===== config.mk =====
export PLATFORM = sky130hd
export DESIGN_NAME = disk_adapter
export DESIGN_NICKNAME = d
export VERILOG_FILES = /design/src/rtl/disk_adapter_pkg.sv /design/src/rtl/disk_adapter.sv
export SDC_FILE = /design/constraint.sdc
export NUM_CORES = 1
export LEC_CHECK = 0
export ABC_CLOCK_PERIOD_IN_PS = 19800
export BUFFER_PORTS_ARGS = -buffer_cell sky130_fd_sc_hd__clkbuf_2
export CORE_ASPECT_RATIO = 0.9
export CORE_MARGIN = 1.5
export CORE_UTILIZATION = 55
export CTS_CLUSTER_SIZE = 28
export DETAILED_ROUTE_END_ITERATION = 12
export GPL_ROUTABILITY_DRIVEN = 1
export PLACE_DENSITY = 0.75
export SYNTH_ARGS = -nofsm -noshare
export SYNTH_HDL_FRONTEND = slang
export SYNTH_SLANG_ARGS = --single-unit

===== constraint.sdc =====
create_clock -name clk -period 19.8 [get_ports clk]
set_input_delay 0.99 -clock clk [delete_from_list [all_inputs] [get_ports clk]]
set_output_delay 0.99 -clock clk [all_outputs]
set_load 0.1 [all_outputs]

===== src/rtl/disk_adapter_pkg.sv =====
// Constants and types shared by the disk channel adapter datapath
package disk_adapter_pkg;
  // Head-parallel slice: eight data heads plus one parity head
  localparam int          SLICE_W     = 9;
  localparam int          DATA_W      = 64;
  localparam int          DRIVES      = 8;
  // Hamming codeword length used by the word check byte
  localparam int          CODE_BITS   = 72;
  // Logical sector and cylinder limits
  localparam logic [4:0]  SECTOR_CNT  = 5'h17;
  localparam logic [11:0] CYL_CNT     = 12'hA30;
  // Words per block and slices per sector (nine slices per word)
  localparam logic [11:0] WORD_CNT    = 12'h800;
  localparam logic [14:0] SECTOR_SLC  = 15'h4800;
  // Slot of the check byte inside a word's nine slices
  localparam logic [3:0]  CHK_SLOT    = 4'h8;
  // Length of the repeated field over a media flaw, in slices
  localparam logic [4:0]  COPY_LEN    = 5'h12;
  localparam logic [7:0]  DRV_ONE     = 8'h01;

  typedef enum logic [1:0] {
    IDLE  = 2'b00,
    WRITE = 2'b01,
    READ  = 2'b10
  } state_t;
endpackage


===== src/rtl/disk_adapter.sv =====
// Disk channel adapter datapath: drive select, slicing, ECC, flaw skip
`timescale 1ns/1ps
`default_nettype none
module disk_adapter (
  input  wire logic                                  clk,
  input  wire logic                                  sys_rst,
  input  wire logic                                  cmdValid,
  input  wire logic                                  cmdWrite,
  input  wire logic [2:0]                            cmdDrive,
  input  wire logic [11:0]                           cmdCyl,
  input  wire logic [4:0]                            cmdSector,
  input  wire logic                                  cmdHeadSet,
  output logic                                       cmdReject,
  output logic                                       busy,
  output logic                                       done,
  input  wire logic [disk_adapter_pkg::DATA_W-1:0]   bufWrData,
  input  wire logic                                  bufWrValid,
  output logic                                       bufWrReady,
  output logic      [disk_adapter_pkg::DATA_W-1:0]   bufRdData,
  output logic                                       bufRdValid,
  output logic                                       eccFixed,
  output logic                                       eccFailed,
  output logic                                       parityErr,
  output logic      [disk_adapter_pkg::DRIVES-1:0]   driveSel,
  output logic                                       ctlWrite,
  output logic      [11:0]                           ctlCyl,
  output logic      [4:0]                            ctlSector,
  output logic                                       ctlHeadSet,
  output logic                                       ctlStrobe,
  input  wire logic [7:0]                            statusIn,
  output logic      [7:0]                            statusOut,
  input  wire logic [14:0]                           idDefect,
  input  wire logic                                  idFlawed,
  output logic      [disk_adapter_pkg::SLICE_W-1:0]  wrSlice,
  output logic                                       wrStrobe,
  input  wire logic [disk_adapter_pkg::SLICE_W-1:0]  rdSlice,
  input  wire logic                                  rdToggle
);
  import disk_adapter_pkg::*;

  typedef struct packed {
    state_t                          state;
    logic [SLICE_W-1:0]              rdS1;
    logic [SLICE_W-1:0]              rdS2;
    logic                            tgS1;
    logic                            tgS2;
    logic                            tgS3;
    logic [7:0]                      stS1;
    logic [7:0]                      stS2;
    logic [14:0]                     idS1;
    logic [14:0]                     idS2;
    logic                            flS1;
    logic                            flS2;
    logic [14:0]                     defect;
    logic                            flawed;
    logic                            flawDone;
    logic [14:0]                     cnt;
    logic [11:0]                     words;
    logic [3:0]                      slot;
    logic [DATA_W-1:0]               wordBuf;
    logic                            haveWord;
    logic [COPY_LEN-1:0][SLICE_W-1:0] hist;
    logic                            replay;
    logic [4:0]                      rep;
    logic [4:0]                      dis;
    logic [7:0]                      rdChk;
    logic                            wrRdy;
    logic [SLICE_W-1:0]              wrSlice;
    logic                            wrStrobe;
    logic [DATA_W-1:0]               rdData;
    logic                            rdValid;
    logic                            eccFix;
    logic                            eccBad;
    logic                            parErr;
    logic [DRIVES-1:0]               driveSel;
    logic [11:0]                     ctlCyl;
    logic [4:0]                      ctlSector;
    logic                            ctlHeadSet;
    logic                            ctlWrite;
    logic                            ctlStrobe;
    logic [7:0]                      statusOut;
    logic                            busy;
    logic                            done;
    logic                            cmdReject;
  } adapter_t;

  adapter_t st_r;
  adapter_t st_nxt;

  // Hamming check byte: low seven bits are the XOR of the codeword
  // positions of all set data bits, bit 7 is overall parity
  function automatic logic [7:0] eccCode(input logic [DATA_W-1:0] d);
    int         k;
    logic [6:0] c;
    k = 0;
    c = '0;
    for (int p = 1; p < CODE_BITS; p++) begin
      if ((p & (p - 1)) != 0) begin
        if (d[k]) begin
          c = c ^ 7'(p);
        end
        k++;
      end
    end
    return {^{d, c}, c};
  endfunction

  // Data bit mask for a syndrome; check-bit positions give no mask
  function automatic logic [DATA_W-1:0] fixMask(input logic [6:0] syn);
    int                k;
    logic [DATA_W-1:0] m;
    k = 0;
    m = '0;
    for (int p = 1; p < CODE_BITS; p++) begin
      if ((p & (p - 1)) != 0) begin
        if (7'(p) == syn) begin
          m[k] = 1'b1;
        end
        k++;
      end
    end
    return m;
  endfunction

  logic              newSlice;
  logic              copyNow;
  logic              dropNow;
  logic [7:0]        outByte;
  logic [7:0]        inByte;
  logic [7:0]        wordChk;
  logic [6:0]        syn;
  logic              odd;

  // A new read slice is one change of the synchronised toggle
  assign newSlice = st_r.tgS2 ^ st_r.tgS3;
  assign copyNow  = st_r.flawed && !st_r.flawDone &&
                    (st_r.cnt == st_r.defect) && st_r.haveWord;
  assign dropNow  = st_r.flawed && !st_r.flawDone &&
                    (st_r.cnt == st_r.defect);
  assign wordChk  = eccCode(st_r.wordBuf);
  assign outByte  = (st_r.slot == CHK_SLOT) ? wordChk :
                    st_r.wordBuf[st_r.slot[2:0]*8 +: 8];
  assign inByte   = st_r.rdS2[7:0];
  assign syn      = wordChk[6:0] ^ inByte[6:0];
  assign odd      = (^st_r.wordBuf) ^ (^inByte);

  // Next-state logic for the whole adapter
  always_comb begin
    st_nxt = st_r;
    // Drive-side pin inputs pass two flops before use
    st_nxt.rdS1      = rdSlice;
    st_nxt.rdS2      = st_r.rdS1;
    st_nxt.tgS1      = rdToggle;
    st_nxt.tgS2      = st_r.tgS1;
    st_nxt.tgS3      = st_r.tgS2;
    st_nxt.stS1      = statusIn;
    st_nxt.stS2      = st_r.stS1;
    st_nxt.idS1      = idDefect;
    st_nxt.idS2      = st_r.idS1;
    st_nxt.flS1      = idFlawed;
    st_nxt.flS2      = st_r.flS1;
    st_nxt.statusOut = st_r.stS2;
    st_nxt.ctlStrobe = 1'b0;
    st_nxt.wrStrobe  = 1'b0;
    st_nxt.rdValid   = 1'b0;
    st_nxt.eccFix    = 1'b0;
    st_nxt.eccBad    = 1'b0;
    st_nxt.parErr    = 1'b0;
    st_nxt.done      = 1'b0;
    st_nxt.cmdReject = 1'b0;
    st_nxt.replay    = 1'b0;
    unique case (st_r.state)
      IDLE: begin
        // Out-of-range sector or cylinder is refused, nothing moves
        if (cmdValid) begin
          if (cmdSector < SECTOR_CNT && cmdCyl < CYL_CNT) begin
            st_nxt.state      = cmdWrite ? WRITE : READ;
            st_nxt.driveSel   = DRV_ONE << cmdDrive;
            st_nxt.ctlCyl     = cmdCyl;
            st_nxt.ctlSector  = cmdSector;
            st_nxt.ctlHeadSet = cmdHeadSet;
            st_nxt.ctlWrite   = cmdWrite;
            st_nxt.ctlStrobe  = 1'b1;
            st_nxt.defect     = st_r.idS2;
            st_nxt.flawed     = st_r.flS2;
            st_nxt.flawDone   = 1'b0;
            st_nxt.cnt        = '0;
            st_nxt.words      = '0;
            st_nxt.slot       = '0;
            st_nxt.haveWord   = 1'b0;
            st_nxt.rep        = '0;
            st_nxt.dis        = '0;
            st_nxt.busy       = 1'b1;
          end else begin
            st_nxt.cmdReject = 1'b1;
          end
        end
      end
      WRITE: begin
        if (copyNow) begin
          // Oldest remembered slice first, count not advanced
          st_nxt.wrSlice  = st_r.hist[COPY_LEN - 5'h01 - st_r.rep];
          st_nxt.wrStrobe = 1'b1;
          st_nxt.replay   = 1'b1;
          st_nxt.rep      = st_r.rep + 5'h01;
          if (st_r.rep == COPY_LEN - 5'h01) begin
            st_nxt.flawDone = 1'b1;
          end
        end else if (st_r.haveWord) begin
          st_nxt.wrSlice  = {~^outByte, outByte};
          st_nxt.wrStrobe = 1'b1;
          st_nxt.hist     = {st_r.hist[COPY_LEN-2:0],
                             {~^outByte, outByte}};
          st_nxt.cnt      = st_r.cnt + 15'h0001;
          if (st_r.slot == CHK_SLOT) begin
            st_nxt.slot     = '0;
            st_nxt.haveWord = 1'b0;
          end else begin
            st_nxt.slot = st_r.slot + 4'h1;
          end
        end else if (st_r.wrRdy && bufWrValid) begin
          st_nxt.wordBuf  = bufWrData;
          st_nxt.haveWord = 1'b1;
          st_nxt.words    = st_r.words + 12'h001;
        end
        if (!st_r.haveWord && st_r.cnt == SECTOR_SLC) begin
          st_nxt.state    = IDLE;
          st_nxt.done     = 1'b1;
          st_nxt.busy     = 1'b0;
          st_nxt.driveSel = '0;
        end
      end
      READ: begin
        if (newSlice && dropNow) begin
          // Repeated field over the flaw never reaches the buffer
          st_nxt.dis     = st_r.dis + 5'h01;
          if (st_r.dis == COPY_LEN - 5'h01) begin
            st_nxt.flawDone = 1'b1;
          end
        end else if (newSlice) begin
          st_nxt.parErr  = ~^st_r.rdS2;
          st_nxt.cnt     = st_r.cnt + 15'h0001;
          if (st_r.slot == CHK_SLOT) begin
            st_nxt.slot    = '0;
            st_nxt.rdChk   = inByte;
            st_nxt.rdValid = 1'b1;
            st_nxt.words   = st_r.words + 12'h001;
            st_nxt.rdData  = st_r.wordBuf;
            if (odd) begin
              // Single error: flip it; a check-bit hit gives no mask
              st_nxt.rdData = st_r.wordBuf ^ fixMask(syn);
              st_nxt.eccFix = 1'b1;
            end else if (syn != '0) begin
              st_nxt.eccBad = 1'b1;
            end
          end else begin
            st_nxt.wordBuf[st_r.slot[2:0]*8 +: 8] = inByte;
            st_nxt.slot = st_r.slot + 4'h1;
          end
        end
        if (st_r.cnt == SECTOR_SLC) begin
          st_nxt.state    = IDLE;
          st_nxt.done     = 1'b1;
          st_nxt.busy     = 1'b0;
          st_nxt.driveSel = '0;
        end
      end
      default: begin
        st_nxt.state = IDLE;
      end
    endcase
    // Buffer word taken only when the previous one is fully sent
    st_nxt.wrRdy = (st_nxt.state == WRITE) && !st_nxt.haveWord &&
                   (st_nxt.words != WORD_CNT);
  end

  // Single state register for the whole block
  always_ff @(posedge clk or posedge sys_rst) begin
    if (sys_rst) begin
      st_r <= '0;
    end else begin
      st_r <= st_nxt;
    end
  end

  assign cmdReject  = st_r.cmdReject;
  assign busy       = st_r.busy;
  assign done       = st_r.done;
  assign bufWrReady = st_r.wrRdy;
  assign bufRdData  = st_r.rdData;
  assign bufRdValid = st_r.rdValid;
  assign eccFixed   = st_r.eccFix;
  assign eccFailed  = st_r.eccBad;
  assign parityErr  = st_r.parErr;
  assign driveSel   = st_r.driveSel;
  assign ctlWrite   = st_r.ctlWrite;
  assign ctlCyl     = st_r.ctlCyl;
  assign ctlSector  = st_r.ctlSector;
  assign ctlHeadSet = st_r.ctlHeadSet;
  assign ctlStrobe  = st_r.ctlStrobe;
  assign statusOut  = st_r.statusOut;
  assign wrSlice    = st_r.wrSlice;
  assign wrStrobe   = st_r.wrStrobe;
endmodule
`default_nettype wire


* Word-level counts from Yosys, hierarchy flattened
Index checks and enable logic that the tools add are counted.
** Operators by class
- Muxes and demuxes :: 957
- Bitwise operators :: 132
- $add $sub $neg :: 69
- Equal/unequal tests :: 88
- Shift operators :: 4
- Order comparisons :: 129
- Reductions and logical operators :: 97
** Operator list (number)
- 64-bit 2-to-1 mux :: 381
- 32-bit 2-to-1 mux :: 317
- 64-bit OR :: 62
- 32-bit by 1-bit >= comparator with 1-bit output (second input constant) :: 63
- 32-bit by 8-bit < comparator with 1-bit output (second input constant) :: 63
- 32-bit by 2-bit adder with 32-bit output (second input constant) :: 62
- 1-bit demux with 6-bit select :: 63
- 258-bit 2-to-1 mux :: 1
- 6-bit by 7-bit == test with 1-bit output (first input constant) :: 31
- 95-bit 2-to-1 mux :: 2
- 6-bit 2-to-1 mux :: 31
- 162-bit 2-to-1 mux :: 1
- 64-bit case mux with 2 select lines :: 1
- 5-bit by 7-bit == test with 1-bit output (first input constant) :: 15
- 32-bit case mux with 3 select lines :: 1
- 1-bit 2-to-1 mux :: 87
- 5-bit 2-to-1 mux :: 17
- 1-bit logical AND :: 72
- 71-bit parity :: 1
- 3-bit NOT :: 23
- 65-bit 2-to-1 mux :: 1
- 64-bit bitwise mux :: 1
- 4-bit NOT :: 16
- 1-bit by 64-bit OR with 64-bit output :: 1
- other kinds (63) :: 163
** Word-level totals
- Flip-flop bits (word level) :: 474
- Output and inout bits :: 118
- Logic and storage cells :: 1534
- Input port bits :: 124

* Longest topological paths before layout
Gate-level depths: netlist (run 1).
- Depth after elaboration :: 578
- Gate-level depth with buffers :: 15
- Depth with buffers taken out :: 12

* Worst setup path after synthesis (run 1)
OpenSTA, ideal clock, no wires.
- Path type :: register -> register
- From :: register st_r[364] (netlist name)
- To :: register st_r (netlist bit wrSlice[8])
- Period minus slack after synthesis :: 3.686 ns
- Path buffers :: 3
- Data arrival time :: 3.622 ns
- Path slack :: 16.114 ns
- Stages on the path, launching flop included :: 16
- Path through :: dfrtp_1 clkbuf_1 buf_1 clkbuf_1 inv_1 ha_1 nand2_1 nor2_1 nand2_1 nor2_1 a211oi_1 xor2_1 xnor2_1 xnor3_1 o221ai_1 o21a_1
** On the way
- Cells in the longest elaborated chain, start to end :: 5
- Elaborated cells between the ends (all ways) :: 6
** Ends and longest elaborated chain
- from (decl) :: line disk_adapter.sv:87 : adapter_t st_r;
- from (signal assigned) :: line disk_adapter.sv:282 : st_r <= st_nxt;
- 64-bit by 7-bit variable part select with 8-bit output or 4-bit == test (tied branches) :: line disk_adapter.sv:142, disk_adapter.sv:141
- 8-bit 2-to-1 mux * :: line disk_adapter.sv:141 : assign outByte = (st_r.slot == CHK_SLOT) ? wordChk :
- 8-bit XNOR reduction * :: line disk_adapter.sv:210 : st_nxt.wrSlice = {~^outByte, outByte};
- 10-bit 2-to-1 mux * :: line disk_adapter.sv:209 : end else if (st_r.haveWord) begin
- 10-bit 2-to-1 mux * :: line disk_adapter.sv:200 : if (copyNow) begin
Mark *: on every way between the ends. The rest lies on a longest branch, timed or not. The select of a mux whose other input is x is not followed.
A chain may end at the register's enable or synchronous reset.

* Worst setup path in the final report (run 1)
- From :: register st_r[365] (netlist name)
- To :: register st_r (netlist bit bufRdData[9])
** On the way
- Cells in the longest elaborated chain, start to end :: 2
** Ends and longest elaborated chain
- 4-bit == test :: line disk_adapter.sv:243 : if (st_r.slot == CHK_SLOT) begin
- 4-bit AND reduction (no line)
No other way between the ends.

==> results of run 1 <==
## worst max-delay path by stage
stage | start | end | slack [ns]
final | st_r[365] | bufRdData[9] | 15.51
after global routing | st_r[365] | bufRdData[8] | 15.14
after CTS | st_r[365] | bufRdData[9] | 15.56
after detailed placement | st_r[365] | bufRdData[9] | 15.57
after global placement | cmdCyl[5] | st_r[391] | 15.71
after floorplan | sys_rst | bufRdData[0] | 5.59
## layer usage
layer	GRT usage, %	vias to the layer above
met2	41.17	773
met5	0	-
met3	5.343	142
met4	10.69	0
li1	-	8168
met1	40.56	8854
## layout by cell type (no fill, tap or decap), drive strengths merged, types with 16 or more instances in the layout
cell type / instances
xor2: 93
ha: 18
a31oi: 16
inv: 23
clkinv: 19
a22oi: 54
xnor2: 127
nand2: 748
mux4: 61
nand3: 19
a21oi: 84
xnor3: 26
mux2: 19
clkbuf: 309
dfrtp: 474
o21ai: 134
buf: 18
nor2: 158
nor3: 21
## critical path, stage by stage, from the launching register on
cell      delay (ns)
dfrtp_1         0.78
inv_1           0.22
ha_1            0.25
nand2_1         0.35
nor2_1          0.55
nand3_1         0.40
clkinv_2        0.30
buf_4           0.82
mux2_2          0.41
## through the flow
step	hold WS, ns	utilization [%]
after floorplan	0.3312	-
after global placement	0.3314	57.52
after detailed placement	0.3347	57.52
after CTS	0.3434	61.27
after global routing	0.3501	61.27
final	0.3409	61.27
## kinds of logic after synthesis
logic type / count (synthesis)
muxes: 91
xor gates and xnor gates: 248
adders and majority gates: 18
buffers and inverters: 255
DFF: 474
and+or+nand+nor: 1024
AOI/OAI and AO/OA: 334
## sequential cells by signal, indices dropped and copies added (netlist names)
register    flops
ctlCyl         12
ctlSector       5
eccFixed        1
eccFailed       1
wrStrobe        1
busy            1
ctlStrobe       1
statusOut       8
parityErr       1
inByte          8
done            1
st_r          305
ctlHeadSet      1
ctlWrite        1
bufRdData      64
driveSel        8
bufWrReady      1
bufRdValid      1
cmdReject       1
st_nxt         43
wrSlice         9
## area by class of cell
type	instances	share of cell area, %
Multi-Input combinational cell	1715	40.62
Sequential cell	474	45.15
Clock buffer	68	5.363
Tap cell	555	2.643
Timing Repair Buffer	259	5.106
Clock inverter	22	0.7573
Inverter	23	0.3620
==> run summary, run 1 <==
outcome: finished, final reports clean
vias per cell: 5.756
r2r setup slk: 15.51 ns
synthesized flop and latch total: 474
multi-input logic area: 10,670 um2
asr flop ratio synth: 100.0%
FF-to-FF Start: st_r[365]
Worst setup EP type: flip-flop
n_diodes: 0
H-tree depth: 2
Clock Skew: 0.01305 ns
f_max: 233.1 MHz
post-route ant nets: 0
Syn Nets: 2,586
HPWL after DPL: 42.91 mm
GRT overflow: 0
Mean Syn Cell Area: 9.769 um2
Top Metal Used: met4
routed via count: 17,940
reg2reg path depth: 8
cell area after synthesis: 23,880 um2
largest area contributor in the netlist: dfrtp_1
setup repair after global routing missed its margin: false
number of setup buffers added after CTS: 0
Synth Area in Adders: 0.9432%
placed instance area: 24,660 um2
Primary FF master, synth: dfrtp_1
final hold viol count: 0
fin cells: 3,116
Reg clk slew, reported paths: 0.06 ns
met3 WL: 5.268 mm
post-synthesis sequential area ratio: 49.68%
WHS Endpoint: st_r[422]
final instance area: 26,270 um2
yosys warns: 0
RR Endpoint: bufRdData[9]
critical-path maximum fanout: 112
max-cap violations: 0
area grow syn2layout: 10.03%
fin crit period: 4.289 ns
largest net degree at the start of global routing: 121
Gate Count Post-Synth: 2,444
mux cell area share after synthesis: 7.127%
IO Pins: 242
routed wl met2: 27.27 mm
Final setup viols: 0
deepest clock path buffer count: 3
# resized after CTS: 0
height of the die: 200.7 um
site row count: 72
Synth top area share: 49.68%
fin worst setup slack: 15.51 ns
EDFF count, synth: 0
Wirelength per Cell: 19.64 um
CTS buffer count: 49
antenna violations before repair: 0
hold crit path type: reg -> reg
DRC viols: 0
critical hold path startpoint: st_nxt[422]
main combinational cell family by area after synthesis: simple AND/OR/NAND/NOR gates
layout cell share with drive strength beyond 1: 17.10%
DP Worst Slack: 15.57 ns
commonest cells in the netlist: nand2_1 (748), dfrtp_1 (474), nor2_1 (157), o21ai_0 (129), xnor2_1 (122)
first-pass GRT wire length: 96.92 mm
hold path depth: 0
Slew Limit Fails: 0
initial cell density of the core: 55.68%
Routability Congestion: 0.9544
die width: 222.6 um
total track usage: 27.73%
compound-cell area share of the yosys netlist: 8.311%
Synth Area in XOR/XNOR: 10.99%
largest cells by area after synthesis: dfrtp_1 (50%), nand2_1 (12%), mux4_2 (5.7%)
Worst-Margin Slew: 1.134 ns
fill cell count: 3,548
Core ar.: 42,880 um2
CP Class: reg -> reg
nets@finish: 2,664
simple-gate share of the synthesized area: 17.22%
Worst setup SP type: flip-flop
Pre-antenna DRT Iters: 6
Crit path required time: 20.28 ns
PortBufs: 241
most frequent cell after synthesis: nand2_1
Fin Setup TNS: 0 ns
vias in the first global route: 17,570
Seq. cell area: 11,860 um2
clock sinks: 474
CTS tree: done
Post-Place Cells: 3,026
DRT met1 WL: 26.53 mm
worst path arrival time: 4.77 ns
root buffer cell: clkbuf_16
Total Routed Length: 61.20 mm
Period Utilization, post-route: 21.66%
Clk Latency, worst-skew pair: 0.60 ns
Iter 0 DRT Violations: 1,890
cts hold-fix bufs: 0
die area: 44,670 um2
Cell variety after synth: 64
relative slew slack: 24.42%
Power of run 1 is not shown: default switching activity piles up to over one toggle a cycle in this logic, so the estimate is an artifact.
==> run 2, diff against run 1 <==
Settings changed: ABC_CLOCK_PERIOD_IN_PS 19800 to 4410.
Clock period 19.8 ns to 4.41 ns, I/O delays scaled along.
==> run summary, run 2 (synthesis gave the netlist of run 1 again) <==
setup repair after global routing missed its margin: false
fill cell count: 3,314 (-6.6%)
worst path arrival time: 4.55 ns (-0.22 ns)
Worst setup EP type: flip-flop
routed via count: 18,940 (+5.6%)
area grow syn2layout: 17.22%
DRC viols: 0 (unchanged)
CTS tree: done
CP Class: reg -> reg
final hold viol count: 0 (unchanged)
die area: 44,670 um2 (unchanged)
vias in the first global route: 18,920 (+7.7%)
deepest clock path buffer count: 3 (unchanged)
clock sinks: 474 (unchanged)
commonest cells after routing, fill and taps aside: nand2_1 (747), dfrtp_1 (473), clkbuf_2 (241)
Worst setup SP type: flip-flop
Final setup viols: 0 (unchanged)
cts hold-fix bufs: 109 (+109)
Routability Congestion: 0.9902 (+3.8%)
PortBufs: 241 (unchanged)
f_max: 245.0 MHz (+5.1%)
nets@finish: 2,825 (+6.0%)
critical-path maximum fanout: 6 (-95%)
DP Worst Slack: 0.3870 ns (-15.19 ns)
post-route ant nets: 0 (unchanged)
number of setup buffers added after CTS: 0 (unchanged)
Core ar.: 42,880 um2 (unchanged)
Period Utilization, post-route: 92.54% (+71 points)
GRT overflow: 0 (unchanged)
first-pass GRT wire length: 108.8 mm (+12%)
site row count: 72 (unchanged)
Clock Skew: 0.02249 ns (+0.009443 ns)
fin worst setup slack: 0.3292 ns (-15.18 ns)
total track usage: 31.63% (+3.9 points)
layout cell share with drive strength beyond 1: 18.04% (+0.94 points)
max reg flops: 305 (unchanged)
utilization after layout: 65.27% (+4.0 points)
H-tree depth: 2 (unchanged)
hold path depth: 3 (+3)
commonest non-fill, non-tap cell in the layout: nand2_1
relative slew slack: 33.35% (+8.9 points)
die width: 222.6 um (unchanged)
fin crit period: 4.081 ns (-0.2084 ns)
Worst-Margin Slew: 0.9977 ns (-0.1361 ns)
initial cell density of the core: 55.68% (unchanged)
CTS buffer count: 49 (unchanged)
height of the die: 200.7 um (unchanged)
Wirelength per Cell: 21.27 um (+8.3%)
n_diodes: 0 (unchanged)
# resized after CTS: 0 (unchanged)
largest net degree at the start of global routing: 110 (-9.1%)
Pre-antenna DRT Iters: 5 (-1)
Crit path required time: 4.88 ns (-15.40 ns)
vias per cell: 5.782 (+0.44%)
max-cap violations: 0 (unchanged)
IO Pins: 242 (unchanged)
root buffer cell: clkbuf_16
Reg with most FFs: st_r
antenna violations before repair: 1 (+1)
Iter 0 DRT Violations: 1,936 (+2.4%)
outcome: finished, final reports clean
reg2reg path depth: 10 (+2)
Total Routed Length: 69.69 mm (+14%)
Slew Limit Fails: 0 (unchanged)
hold crit path type: in -> reg
Clk Latency, worst-skew pair: 0.61 ns (about the same)
Reg clk slew, reported paths: 0.07 ns (about the same)
HPWL after DPL: 47.81 mm (+11%)
==> run 2: changes by cell type in the layout (fill, tap and decap cells not counted), sizes merged <==
cell and change:
clkbuf +4, dlygate4sd3 +109, bufinv +4, buf +52, clkinvlp +3, clkinv -10
inv -2
==> run 2: metrics by stage <==
step	hold slack, ns	area (um2)	cells	setup TNS (ns)
after floorplan	0.2519	23880	2444	-1057.64
after global placement	0.3288	25130	3078	0
after detailed placement	0.3302	25130	3078	0
after CTS	0.003007	27990	3276	0
after global routing	0.03176	27990	3276	0
final	0.02728	27990	3276	0
==> run 2: layout make-up <==
cell class	count	area (um2)	share of cell area, %
multi-input combinational	1715	10660	38.10
sequential	474	11860	42.38
clock buffer	72	1494	5.338
timing repair buffer	420	2910	10.40
tap	555	694.4	2.481
inverter	23	91.34	0.3263
clock inverter	17	272.8	0.9746
==> run 2: layer usage <==
metal	vias to the layer above	share of wire (%)	global-route usage, %
met5	-	0.019	0
met4	2	3.7	11.71
met3	179	8.1	6.309
met2	892	45	47.61
met1	9364	43	45.75
li1	8504	-	-
==> run 2: path summary, 6_finish.rpt <==
kind                               startpoint       endpoint  slack [ns]
max in group asynchronous             sys_rst  bufRdData[61]        2.88
worst min-delay path            bufWrData[36]      st_r[336]        0.03
worst max-delay path                st_r[317]  bufRdData[58]        0.33
worst min register to register    st_nxt[421]      st_r[421]        0.35
min in group asynchronous             sys_rst      st_nxt[9]        0.39
worst max register to register      st_r[317]  bufRdData[58]        0.33
==> run 2: critical path, cell delays in order, from the launching register on <==
cell	delay [ns]
dfrtp_1	0.58
xnor3_1	0.40
xor2_1	0.39
xnor3_1	0.48
xnor3_1	0.28
xnor2_1	0.46
nand2b_1	0.25
nand2b_1	0.28
nor2_1	0.32
xnor2_1	0.35
a21oi_1	0.14
Power of run 2 is left out for the same reason.
